===== src/aps_pkg.sv =====
// shared constants and types of the access policy switch decoder
package aps_pkg;

	// register byte offsets
	localparam logic [7:0] ADDR_SETTINGS = 8'h00;
	localparam logic [7:0] ADDR_STATUS   = 8'h04;
	localparam logic [7:0] ADDR_CLEAR    = 8'h08;
	localparam logic [7:0] ADDR_ENABLE   = 8'h0C;
	localparam logic [7:0] ADDR_REPORT   = 8'h10;

	// policy bank bit positions (switch n is bit n-1)
	localparam int POL_STRICT_EXIT  = 0;
	localparam int POL_VIOL_ONLY    = 3;
	localparam int POL_PRIV_CHECK   = 4;
	localparam int POL_STOP_FULL    = 5;
	localparam int POL_ALARM_FULL   = 6;
	localparam int POL_AUTO_ARM     = 7;

	// address bank bit positions
	localparam int ADR_LSB          = 0;
	localparam int ADR_MSB          = 3;
	localparam int ADR_SCAN_DIS     = 4;
	localparam int ADR_SUP_UNLOCK   = 7;

	// settings register field positions
	localparam int SET_POLICY_LSB   = 0;
	localparam int SET_ADDRESS_LSB  = 8;
	localparam int SET_SPARE_LSB    = 16;
	localparam int SET_VALID_BIT    = 24;

	// status, clear and enable bit positions
	localparam int EV_BUF_FULL      = 0;
	localparam int EV_AUTO_ARM      = 1;
	localparam int EV_TABLE_BAD     = 2;
	localparam int EV_DENIED        = 3;
	localparam int EV_W             = 4;

	// tag classes
	localparam logic [1:0] TAG_NORMAL     = 2'h0;
	localparam logic [1:0] TAG_PRIVILEGED = 2'h1;
	localparam logic [1:0] TAG_MASTER     = 2'h2;

	// display characters
	localparam logic [7:0] CH_A    = 8'h41;
	localparam logic [7:0] CH_D_LC = 8'h64;
	localparam logic [7:0] CH_E    = 8'h45;
	localparam logic [7:0] CH_R    = 8'h52;
	localparam logic [7:0] CH_0    = 8'h30;
	localparam logic [7:0] CH_1    = 8'h31;
	localparam logic [7:0] CH_HEXA = 8'h37; // 'A' minus ten
	localparam logic [7:0] CH_BLANK = 8'h20;

	// switch settling time before the one sample is taken
	localparam int CLK_PERIOD_NS = 5;
	localparam int SETTLE_NS     = 1000;
	localparam int SETTLE_CYC    = (SETTLE_NS + CLK_PERIOD_NS - 1) / CLK_PERIOD_NS;

	// reset values
	localparam logic [EV_W-1:0] STATUS_RST = 4'h0;
	localparam logic [EV_W-1:0] ENABLE_RST = 4'h0;

	typedef enum logic [1:0] {
		APS_ST_SETTLE = 2'b00,
		APS_ST_RUN    = 2'b01,
		APS_ST_ERR    = 2'b10
	} aps_state_t;

endpackage


===== src/aps_sync.sv =====
// two flip-flop synchroniser for a group of pin inputs
`timescale 1ns/10ps
module aps_sync #(
	parameter int W = 8
) (
	input  wire logic         mclk_i,
	input  wire logic         reset_n_i,
	input  wire logic [W-1:0] async_i,
	output logic      [W-1:0] sync_o
);

	typedef struct packed {
		logic [W-1:0] meta;
		logic [W-1:0] stable;
	} aps_sync_t;

	aps_sync_t s_r;
	aps_sync_t s_nxt;

	// first stage feeds only the second stage
	always_comb begin
		s_nxt.meta   = async_i;
		s_nxt.stable = s_r.meta;
	end

	always_ff @(posedge mclk_i) begin
		if (!reset_n_i) begin
			s_r <= '0;
		end else begin
			s_r <= s_nxt;
		end
	end

	assign sync_o = s_r.stable;

endmodule


===== src/aps_top.sv =====
// access policy switch decoder: samples switch banks, decides access, drives display
//
// The address map and the plain strobed port were chosen for this implementation.
`timescale 1ns/10ps
module aps_top (
	input  wire logic        mclk_i,
	input  wire logic        reset_n_i,
	// switch and key pins
	input  wire logic [7:0]  policy_switch_bank_i,
	input  wire logic [7:0]  address_switch_bank_i,
	input  wire logic [7:0]  spare_switch_bank_i,
	input  wire logic        escape_key_i,
	// access requests from the policy logic
	input  wire logic        req_valid_i,
	input  wire logic        req_exit_i,
	input  wire logic        req_violation_i,
	input  wire logic [1:0]  req_tag_class_i,
	input  wire logic        privileged_inside_i,
	input  wire logic        buffer_full_i,
	input  wire logic        last_out_i,
	input  wire logic        table_check_done_i,
	input  wire logic        table_corrupt_i,
	// register port
	input  wire logic [7:0]  reg_addr_i,
	input  wire logic [31:0] reg_wdata_i,
	input  wire logic        reg_wr_i,
	input  wire logic        reg_rd_i,
	output logic      [31:0] reg_rdata_o,
	// decisions and settings
	output logic             grant_o,
	output logic             deny_o,
	output logic             store_txn_o,
	output logic [7:0]       store_unit_letter_o,
	output logic             buffer_alarm_o,
	output logic             arm_inputs_o,
	output logic             scanner_disable_mode_o,
	output logic [3:0]       unit_address_o,
	output logic [7:0]       unit_letter_o,
	output logic             settings_valid_o,
	output logic [31:0]      display_text_o,
	output logic             reinit_tables_o,
	output logic             irq_o
);

	typedef struct packed {
		aps_pkg::aps_state_t    state;
		logic [7:0]             settle_cnt;
		logic [7:0]             policy;
		logic [7:0]             address;
		logic [7:0]             spare;
		logic [7:0]             letter;
		logic                   valid;
		logic                   checked;
		logic                   esc_prev;
		logic                   full_prev;
		logic [aps_pkg::EV_W-1:0] status;
		logic [aps_pkg::EV_W-1:0] enable;
		logic [31:0]            rdata;
		logic                   grant;
		logic                   deny;
		logic                   store;
		logic                   alarm;
		logic                   arm;
		logic [31:0]            disp;
		logic                   reinit;
		logic                   irq;
	} aps_top_t;

	aps_top_t s_r;
	aps_top_t s_nxt;

	logic [7:0] pol_s;
	logic [7:0] adr_s;
	logic [7:0] spr_s;
	logic       esc_s;

	// every switch bank pin and the escape key pass two flip-flops before any logic reads them
	aps_sync #(
		.W (25)
	) u_sync (
		.mclk_i    (mclk_i),
		.reset_n_i (reset_n_i),
		.async_i   ({escape_key_i, spare_switch_bank_i, address_switch_bank_i,
		               policy_switch_bank_i}),
		.sync_o    ({esc_s, spr_s, adr_s, pol_s})
	);

	// letter of a four-bit address, 0 is A
	function automatic logic [7:0] addr_letter(input logic [3:0] a);
		addr_letter = aps_pkg::CH_A + {4'h0, a};
	endfunction

	// hex digit as a display character
	function automatic logic [7:0] hex_char(input logic [3:0] a);
		if (a < 4'hA) begin
			hex_char = aps_pkg::CH_0 + {4'h0, a};
		end else begin
			hex_char = aps_pkg::CH_HEXA + {4'h0, a};
		end
	endfunction

	// decoded settings
	logic [3:0]             uaddr;
	logic                   strict_exit;
	logic                   viol_only;
	logic                   priv_check;
	logic                   stop_full;
	logic                   alarm_full;
	logic                   auto_arm;
	logic                   sup_unlock;
	logic                   apb_hit;
	logic                   refuse;
	logic                   esc_rise;
	logic                   full_rise;
	logic [aps_pkg::EV_W-1:0] ev;

	// address from switches 1 to 4, switch 1 lsb
	assign uaddr       = s_r.address[aps_pkg::ADR_MSB:aps_pkg::ADR_LSB];
	assign strict_exit = s_r.policy[aps_pkg::POL_STRICT_EXIT];
	assign viol_only   = s_r.policy[aps_pkg::POL_VIOL_ONLY];
	assign priv_check  = s_r.policy[aps_pkg::POL_PRIV_CHECK];
	assign stop_full   = s_r.policy[aps_pkg::POL_STOP_FULL];
	assign alarm_full  = s_r.policy[aps_pkg::POL_ALARM_FULL];
	assign auto_arm    = s_r.policy[aps_pkg::POL_AUTO_ARM];
	assign sup_unlock  = s_r.address[aps_pkg::ADR_SUP_UNLOCK];
	assign esc_rise    = esc_s & ~s_r.esc_prev;
	assign full_rise   = buffer_full_i & ~s_r.full_prev;

	// access decision for the request in this cycle
	always_comb begin
		// privileged tags exempt unless checks are switched on
		apb_hit = req_violation_i &
		          ((req_tag_class_i != aps_pkg::TAG_PRIVILEGED) | priv_check);
		refuse  = 1'b0;
		// stop all access on a full buffer
		if (stop_full && buffer_full_i) begin
			refuse = 1'b1;
		// exits on violation refused only in strict mode
		end else if (apb_hit && (!req_exit_i || strict_exit)) begin
			refuse = 1'b1;
		// supervisor unlock holds normal tags out
		end else if (sup_unlock && req_tag_class_i == aps_pkg::TAG_NORMAL &&
		             !privileged_inside_i) begin
			refuse = 1'b1;
		end
	end

	// events that set sticky status bits
	always_comb begin
		ev = '0;
		ev[aps_pkg::EV_BUF_FULL]  = (s_r.state == aps_pkg::APS_ST_RUN) & full_rise;
		ev[aps_pkg::EV_AUTO_ARM]  = (s_r.state == aps_pkg::APS_ST_RUN) & last_out_i &
		                            auto_arm;
		ev[aps_pkg::EV_TABLE_BAD] = (s_r.state == aps_pkg::APS_ST_RUN) & !s_r.checked &
		                            table_check_done_i & table_corrupt_i;
		ev[aps_pkg::EV_DENIED]    = (s_r.state == aps_pkg::APS_ST_RUN) & req_valid_i &
		                            refuse;
	end

	// clear request decoded from a write to the clear register
	logic [aps_pkg::EV_W-1:0] clr_req;
	logic [aps_pkg::EV_W-1:0] status_upd;

	always_comb begin
		clr_req = '0;
		if (reg_wr_i && reg_addr_i == aps_pkg::ADDR_CLEAR) begin
			clr_req = reg_wdata_i[aps_pkg::EV_W-1:0];
		end
	end

	// sticky status per bit: an event in the clearing cycle wins over the clear
	genvar gi;
	generate
		for (gi = 0; gi < aps_pkg::EV_W; gi++) begin : g_status
			assign status_upd[gi] = ev[gi] | (s_r.status[gi] & ~clr_req[gi]);
		end
	endgenerate

	// next state of the whole block
	always_comb begin
		s_nxt           = s_r;
		s_nxt.grant     = 1'b0;
		s_nxt.deny      = 1'b0;
		s_nxt.store     = 1'b0;
		s_nxt.arm       = 1'b0;
		s_nxt.reinit    = 1'b0;
		s_nxt.rdata     = '0;
		s_nxt.esc_prev  = esc_s;
		s_nxt.full_prev = buffer_full_i;

		case (s_r.state)
			aps_pkg::APS_ST_SETTLE: begin
				// one sample after settling, held until reset
				if (s_r.settle_cnt == 8'(aps_pkg::SETTLE_CYC - 1)) begin
					s_nxt.policy  = pol_s;
					s_nxt.address = adr_s;
					s_nxt.spare   = spr_s;
					// letter kept in a register so the outputs need no adder
					s_nxt.letter  = addr_letter(adr_s[3:0]);
					s_nxt.valid   = 1'b1;
					s_nxt.state   = aps_pkg::APS_ST_RUN;
					s_nxt.disp    = {aps_pkg::CH_A, aps_pkg::CH_D_LC,
					                 aps_pkg::CH_0, hex_char(adr_s[3:0])};
				end else begin
					s_nxt.settle_cnt = s_r.settle_cnt + 8'h01;
				end
			end
			aps_pkg::APS_ST_RUN: begin
				if (!s_r.checked && table_check_done_i) begin
					s_nxt.checked = 1'b1;
					if (table_corrupt_i) begin
						s_nxt.state = aps_pkg::APS_ST_ERR;
						s_nxt.disp  = {aps_pkg::CH_E, aps_pkg::CH_R,
						               aps_pkg::CH_R, aps_pkg::CH_1};
					end
				end
				if (req_valid_i) begin
					s_nxt.grant = ~refuse;
					s_nxt.deny  = refuse;
					s_nxt.store = ~viol_only | req_violation_i;
				end
				// automatic arming on last person out
				s_nxt.arm = last_out_i & auto_arm;
			end
			aps_pkg::APS_ST_ERR: begin
				if (esc_rise) begin
					s_nxt.reinit = 1'b1;
					s_nxt.state  = aps_pkg::APS_ST_RUN;
					s_nxt.disp   = {aps_pkg::CH_A, aps_pkg::CH_D_LC,
					                aps_pkg::CH_0, hex_char(uaddr)};
				end
			end
			default: begin
				s_nxt.state = aps_pkg::APS_ST_SETTLE;
			end
		endcase

		// alarm level while full when enabled
		s_nxt.alarm = s_r.valid & alarm_full & buffer_full_i;

		// enable register write; status comes from the per-bit sticky logic
		if (reg_wr_i) begin
			if (reg_addr_i == aps_pkg::ADDR_ENABLE) begin
				s_nxt.enable = reg_wdata_i[aps_pkg::EV_W-1:0];
			end
		end
		s_nxt.status = status_upd;

		// register reads, answer one cycle later
		if (reg_rd_i) begin
			if (reg_addr_i == aps_pkg::ADDR_SETTINGS) begin
				s_nxt.rdata = {7'h00, s_r.valid, s_r.spare, s_r.address, s_r.policy};
			end else if (reg_addr_i == aps_pkg::ADDR_STATUS) begin
				s_nxt.rdata = {28'h0000000, s_r.status};
			end else if (reg_addr_i == aps_pkg::ADDR_ENABLE) begin
				s_nxt.rdata = {28'h0000000, s_r.enable};
			end else if (reg_addr_i == aps_pkg::ADDR_REPORT) begin
				s_nxt.rdata = {16'h0000, addr_letter(uaddr), 4'h0, uaddr};
			end else begin
				s_nxt.rdata = '0;
			end
		end

		// level interrupt follows the registered status and enable together
		s_nxt.irq = |(s_nxt.status & s_nxt.enable);
	end

	// state register
	always_ff @(posedge mclk_i) begin
		if (!reset_n_i) begin
			s_r            <= '0;
			s_r.state      <= aps_pkg::APS_ST_SETTLE;
			s_r.status     <= aps_pkg::STATUS_RST;
			s_r.enable     <= aps_pkg::ENABLE_RST;
			s_r.disp       <= {4{aps_pkg::CH_BLANK}};
		end else begin
			s_r <= s_nxt;
		end
	end

	// outputs straight from the state register
	assign reg_rdata_o            = s_r.rdata;
	assign grant_o                = s_r.grant;
	assign deny_o                 = s_r.deny;
	assign store_txn_o            = s_r.store;
	// address carried with each stored report
	assign store_unit_letter_o    = s_r.letter;
	assign buffer_alarm_o         = s_r.alarm;
	assign arm_inputs_o           = s_r.arm;
	assign scanner_disable_mode_o = s_r.address[aps_pkg::ADR_SCAN_DIS];
	assign unit_address_o         = uaddr;
	assign unit_letter_o          = s_r.letter;
	assign settings_valid_o       = s_r.valid;
	assign display_text_o         = s_r.disp;
	assign reinit_tables_o        = s_r.reinit;
	assign irq_o                  = s_r.irq;

endmodule


===== config.mk =====
export PLATFORM = sky130hd
export DESIGN_NAME = aps_top
export DESIGN_NICKNAME = d
export VERILOG_FILES = /design/src/aps_pkg.sv /design/src/aps_sync.sv /design/src/aps_top.sv
export SDC_FILE = /design/constraint.sdc
export NUM_CORES = 1
export LEC_CHECK = 0
export BUFFER_PORTS_ARGS = -buffer_cell sky130_fd_sc_hd__buf_2
export CAP_MARGIN = 20
export CORE_ASPECT_RATIO = 2
export CORE_MARGIN = 2
export CORE_UTILIZATION = 54
export DETAILED_ROUTE_END_ITERATION = 8
export PLACE_DENSITY = 0.85
export SETUP_SLACK_MARGIN = 0.15
export SLEW_MARGIN = 20
export SYNTH_ARGS = -nofsm -noshare
export SYNTH_HDL_FRONTEND = slang
export SYNTH_SLANG_ARGS = --single-unit

===== constraint.sdc =====
create_clock -name mclk_i -period 3.4 [get_ports mclk_i]
set_input_delay 0.34 -clock mclk_i [delete_from_list [all_inputs] [get_ports mclk_i]]
set_output_delay 0.34 -clock mclk_i [all_outputs]
set_load 0.01 [all_outputs]

==> summary.md <==
| Metric | Value |
|---|---|
| Power Density | `roughly 540 mW/mm²` |
| FP Rows | `54` |
| Utilization after layout | `~60%` |
| IO Port Bufs | `120` |
| Hold WS | `0.123 ns` |
| First-pass GRT wire length | `19.0 mm` |
| Worst-path clk slew | `around 0.06 ns` |
| Final setup fails | `0` |
| Min-delay worst type | `in -> reg` |
| Mapped Area | `0.00600 mm²` |
| Crit. End Element | `flop` |
| Hold Vio Cnt, Final | `0` |
| Critical Path Max Stage Delay | `0.70 ns` |
| CP Cell Sequence | `inv_1 > ha_1 > inv_2 > or4_4 > a21boi_4 > nand2_1 > o32ai_1` |
| Synth Area in Compound Gates | `10.3%` |
| Post-synth cell types | `55` |
| Final Wtd Congestion | `0.851` |
| # clock sinks | `145` |
| Starting Density | `55.2%` |
| Yosys reg bits | `roughly 150` |
| Cell taking the most area after synthesis | `dfxtp_1` |
| Slowest cell on the critical path | `or4_4` |
| First-iteration detailed-routing DRC count | `194` |
| Resize count post-CTS | `0` |
| Drt pass-1 iters | `4` |
| WP data required | `3.73 ns` |
| Number of synthesized flops with an enable pin | `0` |
| Syn avg cell area | `9.34 µm²` |
| Overflow after GRT | `0` |
| Simple-gate share of the synthesized area | `22.2%` |
| Worst Skew | `0.0115 ns` |
| CTS max path bufs | `2` |
| CTS tree | `done` |
| # DRC | `0` |
| Max-slew headroom | `50.5%` |
| Number of H-tree levels | `4` |
| Period utilization | `about three quarters` |
| Setup CP Type | `reg -> reg` |
| Skew-Pair Late Insertion Delay | `between 0.4 and 0.5 ns` |
| Total Nets Final | `~780` |
| CP max FO | `30` |
| DR WL/cell | `14.0 µm` |
| Fin Setup TNS | `0 ns` |
| Share of layout cells above drive strength 1 | `a little under a quarter` |
| Syn Inst Count | `643` |
| Total GRT Usage | `between 10% and 20%` |
| Core ar. | `0.0109 mm²` |
| DP HPWL | `8.39 mm` |
| Largest family of logic cells by synthesized area | `simple AND/OR/NAND/NOR gates` |
| Initial antenna violation count | `1` |
| Ys Warns | `0` |
| CTS Buf Count | `17` |
| Pin count of the biggest net entering global routing | `87` |
| Root buf cell | `clkbuf_16` |
| Horiz. Die Dim | `78.6 µm` |
| Worst-margin pin slew | `0.739 ns` |
| Seq/Total Area, Yosys | `48.3%` |
| Ports | `between 150 and 200` |
| Antenna-violating nets left | `0` |
| Unrepaired setup endpoints after global routing | `false` |
| Area of the multi-input gates | `0.00239 mm²` |
| Critical path data arrival time | `2.92 ns` |
| Top-area cell type share of the netlist area | `48.3%` |
| Vias in the first global route | `around 4200` |
| Register area | `0.00290 mm²` |
| Vias | `4232` |
| Status | `completed` |
| CTS Hold Bufs | `0` |
| Leak | `3.01 nW` |
| Crit path time final | `approximately 2.6 ns` |
| Top cells by area, synth | `dfxtp_1, buf_4, and2_1` |
| Post-synthesis mux area share | `between 1.5 and 2%` |
| Max Slew Vio Count | `0` |
| Pwr Total | `3.58 mW` |
| Filler cells | `929` |
| Area Overhead vs Synth | `11.3%` |
| Post-CTS setup buffers | `0` |
| Die Ht | `153 µm` |
| Dominant synthesized flop cell | `dfxtp_1` |
| Adder-Cell Fraction of Synth Area | `roughly 2.1%` |
| Total Die Area | `0.0120 mm²` |
| CP startpoint kind | `flop` |
| Maxcap violations | `0` |
| Max VDD drop | `415 µV` |
| Final WL | `around 12 mm` |
| Max frequency | `0.385 GHz` |
| Vias per inst | `5.00` |
| Xor/xnor share of the synthesized area | `1.90%` |
| Asr flop ratio synth | `0%` |
[cells in the mapped netlist (2+ instances only)]
cell type	n
nor2_1	21
inv_1	12
o21ai_0	12
and3b_1	2
a22oi_1	4
nand4_1	6
nor2b_1	10
nand4b_1	2
nor4_1	2
xnor2_1	7
o211a_1	7
nor3_1	7
and3_1	3
or3_1	7
buf_2	3
xor2_1	6
mux2i_1	8
a21boi_0	27
a31oi_1	3
nand2b_1	6
dfxtp_1	145
a211oi_1	3
and4_1	3
inv_2	2
nand3_1	7
a32oi_1	2
a21boi_1	3
nor3b_1	4
nand2_1	87
mux2_2	2
buf_4	85
clkbuf_1	26
and2_1	75
a21oi_1	14
ha_1	10
[registers in the layout, summed over array words and instances (netlist names)]
name                    flops
s_r                        37
reg_rdata_o                25
u_sync.s_nxt               25
u_sync.sync_o              25
display_text_o             12
store_unit_letter_o         6
unit_address_o              4
alarm_full                  1
arm_inputs_o                1
auto_arm                    1
buffer_alarm_o              1
deny_o                      1
grant_o                     1
irq_o                       1
priv_check                  1
reinit_tables_o             1
scanner_disable_mode_o      1
store_txn_o                 1
[critical path, delay by kind of cell (launching register included)]
kind,cells,cell delay (ns)
buf+inv,2,0.19
fa+ha+maj,1,0.33
simple gates,2,0.85
flops,1,0.34
compound gates,2,0.80
[metal layers]
layer / global-route usage [%] / wire length, µm
met5: 0 / 0
met4: 11.4 / 385
met3: 6.14 / 649
met2: 36.0 / 6280
met1: 19.6 / 4500
[worst paths after layout]
| path | startpoint | slack (ns) | depth (start not counted) | end |
|---|---|---|---|---|
| worst max-delay path | s_r[124] | 0.80 | 7 | display_text_o[0] |
| worst max register to register | s_r[124] | 0.80 | 7 | display_text_o[0] |
| worst min-delay path | spare_switch_bank_i[6] | 0.12 | 2 | u_sync.s_nxt[22] |
| worst min register to register | u_sync.s_nxt[5] | 0.43 | 1 | u_sync.sync_o[5] |
[power by group]
part           internal [mW]  total (mW)  switching [mW]
logic                 0.0550       0.124          0.0689
registers               1.73        1.74          0.0132
clock network          0.950        1.71           0.760
total                   2.74        3.58           0.842
[placed cells by master (no fill, tap or decap), types with 4 or more instances in the layout]
cell type	count
and2_1	75
ha_1	10
nand2b_1	6
nand2_1	87
o211a_1	7
clkinvlp_4	5
nand3_1	7
a21oi_1	14
nor2_1	21
a21boi_0	27
o21ai_0	12
inv_1	12
conb_1	23
xor2_1	6
nor3b_1	4
nor2b_1	10
buf_2	120
inv_6	6
nand4_1	6
or3_1	7
a22oi_1	4
dfxtp_1	145
mux2i_1	8
nor3_1	6
xnor2_1	7
clkbuf_16	17
[through the flow]
stage          setup slack [ns]  area (µm²)  std cells
6_report                  0.801        6680        846
5_1_grt                   0.672        6680        846
4_1_cts                   0.805        6680        845
3_5_place_dp              0.838        6130        813
3_3_place_gp              0.993        6130        813
2_1_floorplan              1.44        6090        665
[logic make-up (layout without fill, tap and decap cells)]
family / count (synthesis) / after routing
other: 1 / 24
multiplexers: 10 / 10
flip-flops: 145 / 145
AND/OR/NAND/NOR: 250 / 250
XOR/XNOR: 13 / 13
AO/OA/AOI/OAI: 86 / 86
adder cells (fa/ha/maj): 10 / 10
buffers and inverters: 128 / 168
[final cells by class]
type,count,share of cell area [%]
Inverter,14,0.786
Clock inverter,15,1.85
Clock buffer,17,6.36
Tap cell,140,2.62
Timing Repair Buffer,122,9.21
Antenna cell,1,0.0374
Sequential cell,145,43.4
Multi-Input combinational cell,392,35.7
No activity file was read; power rests on OpenSTA's default activity.
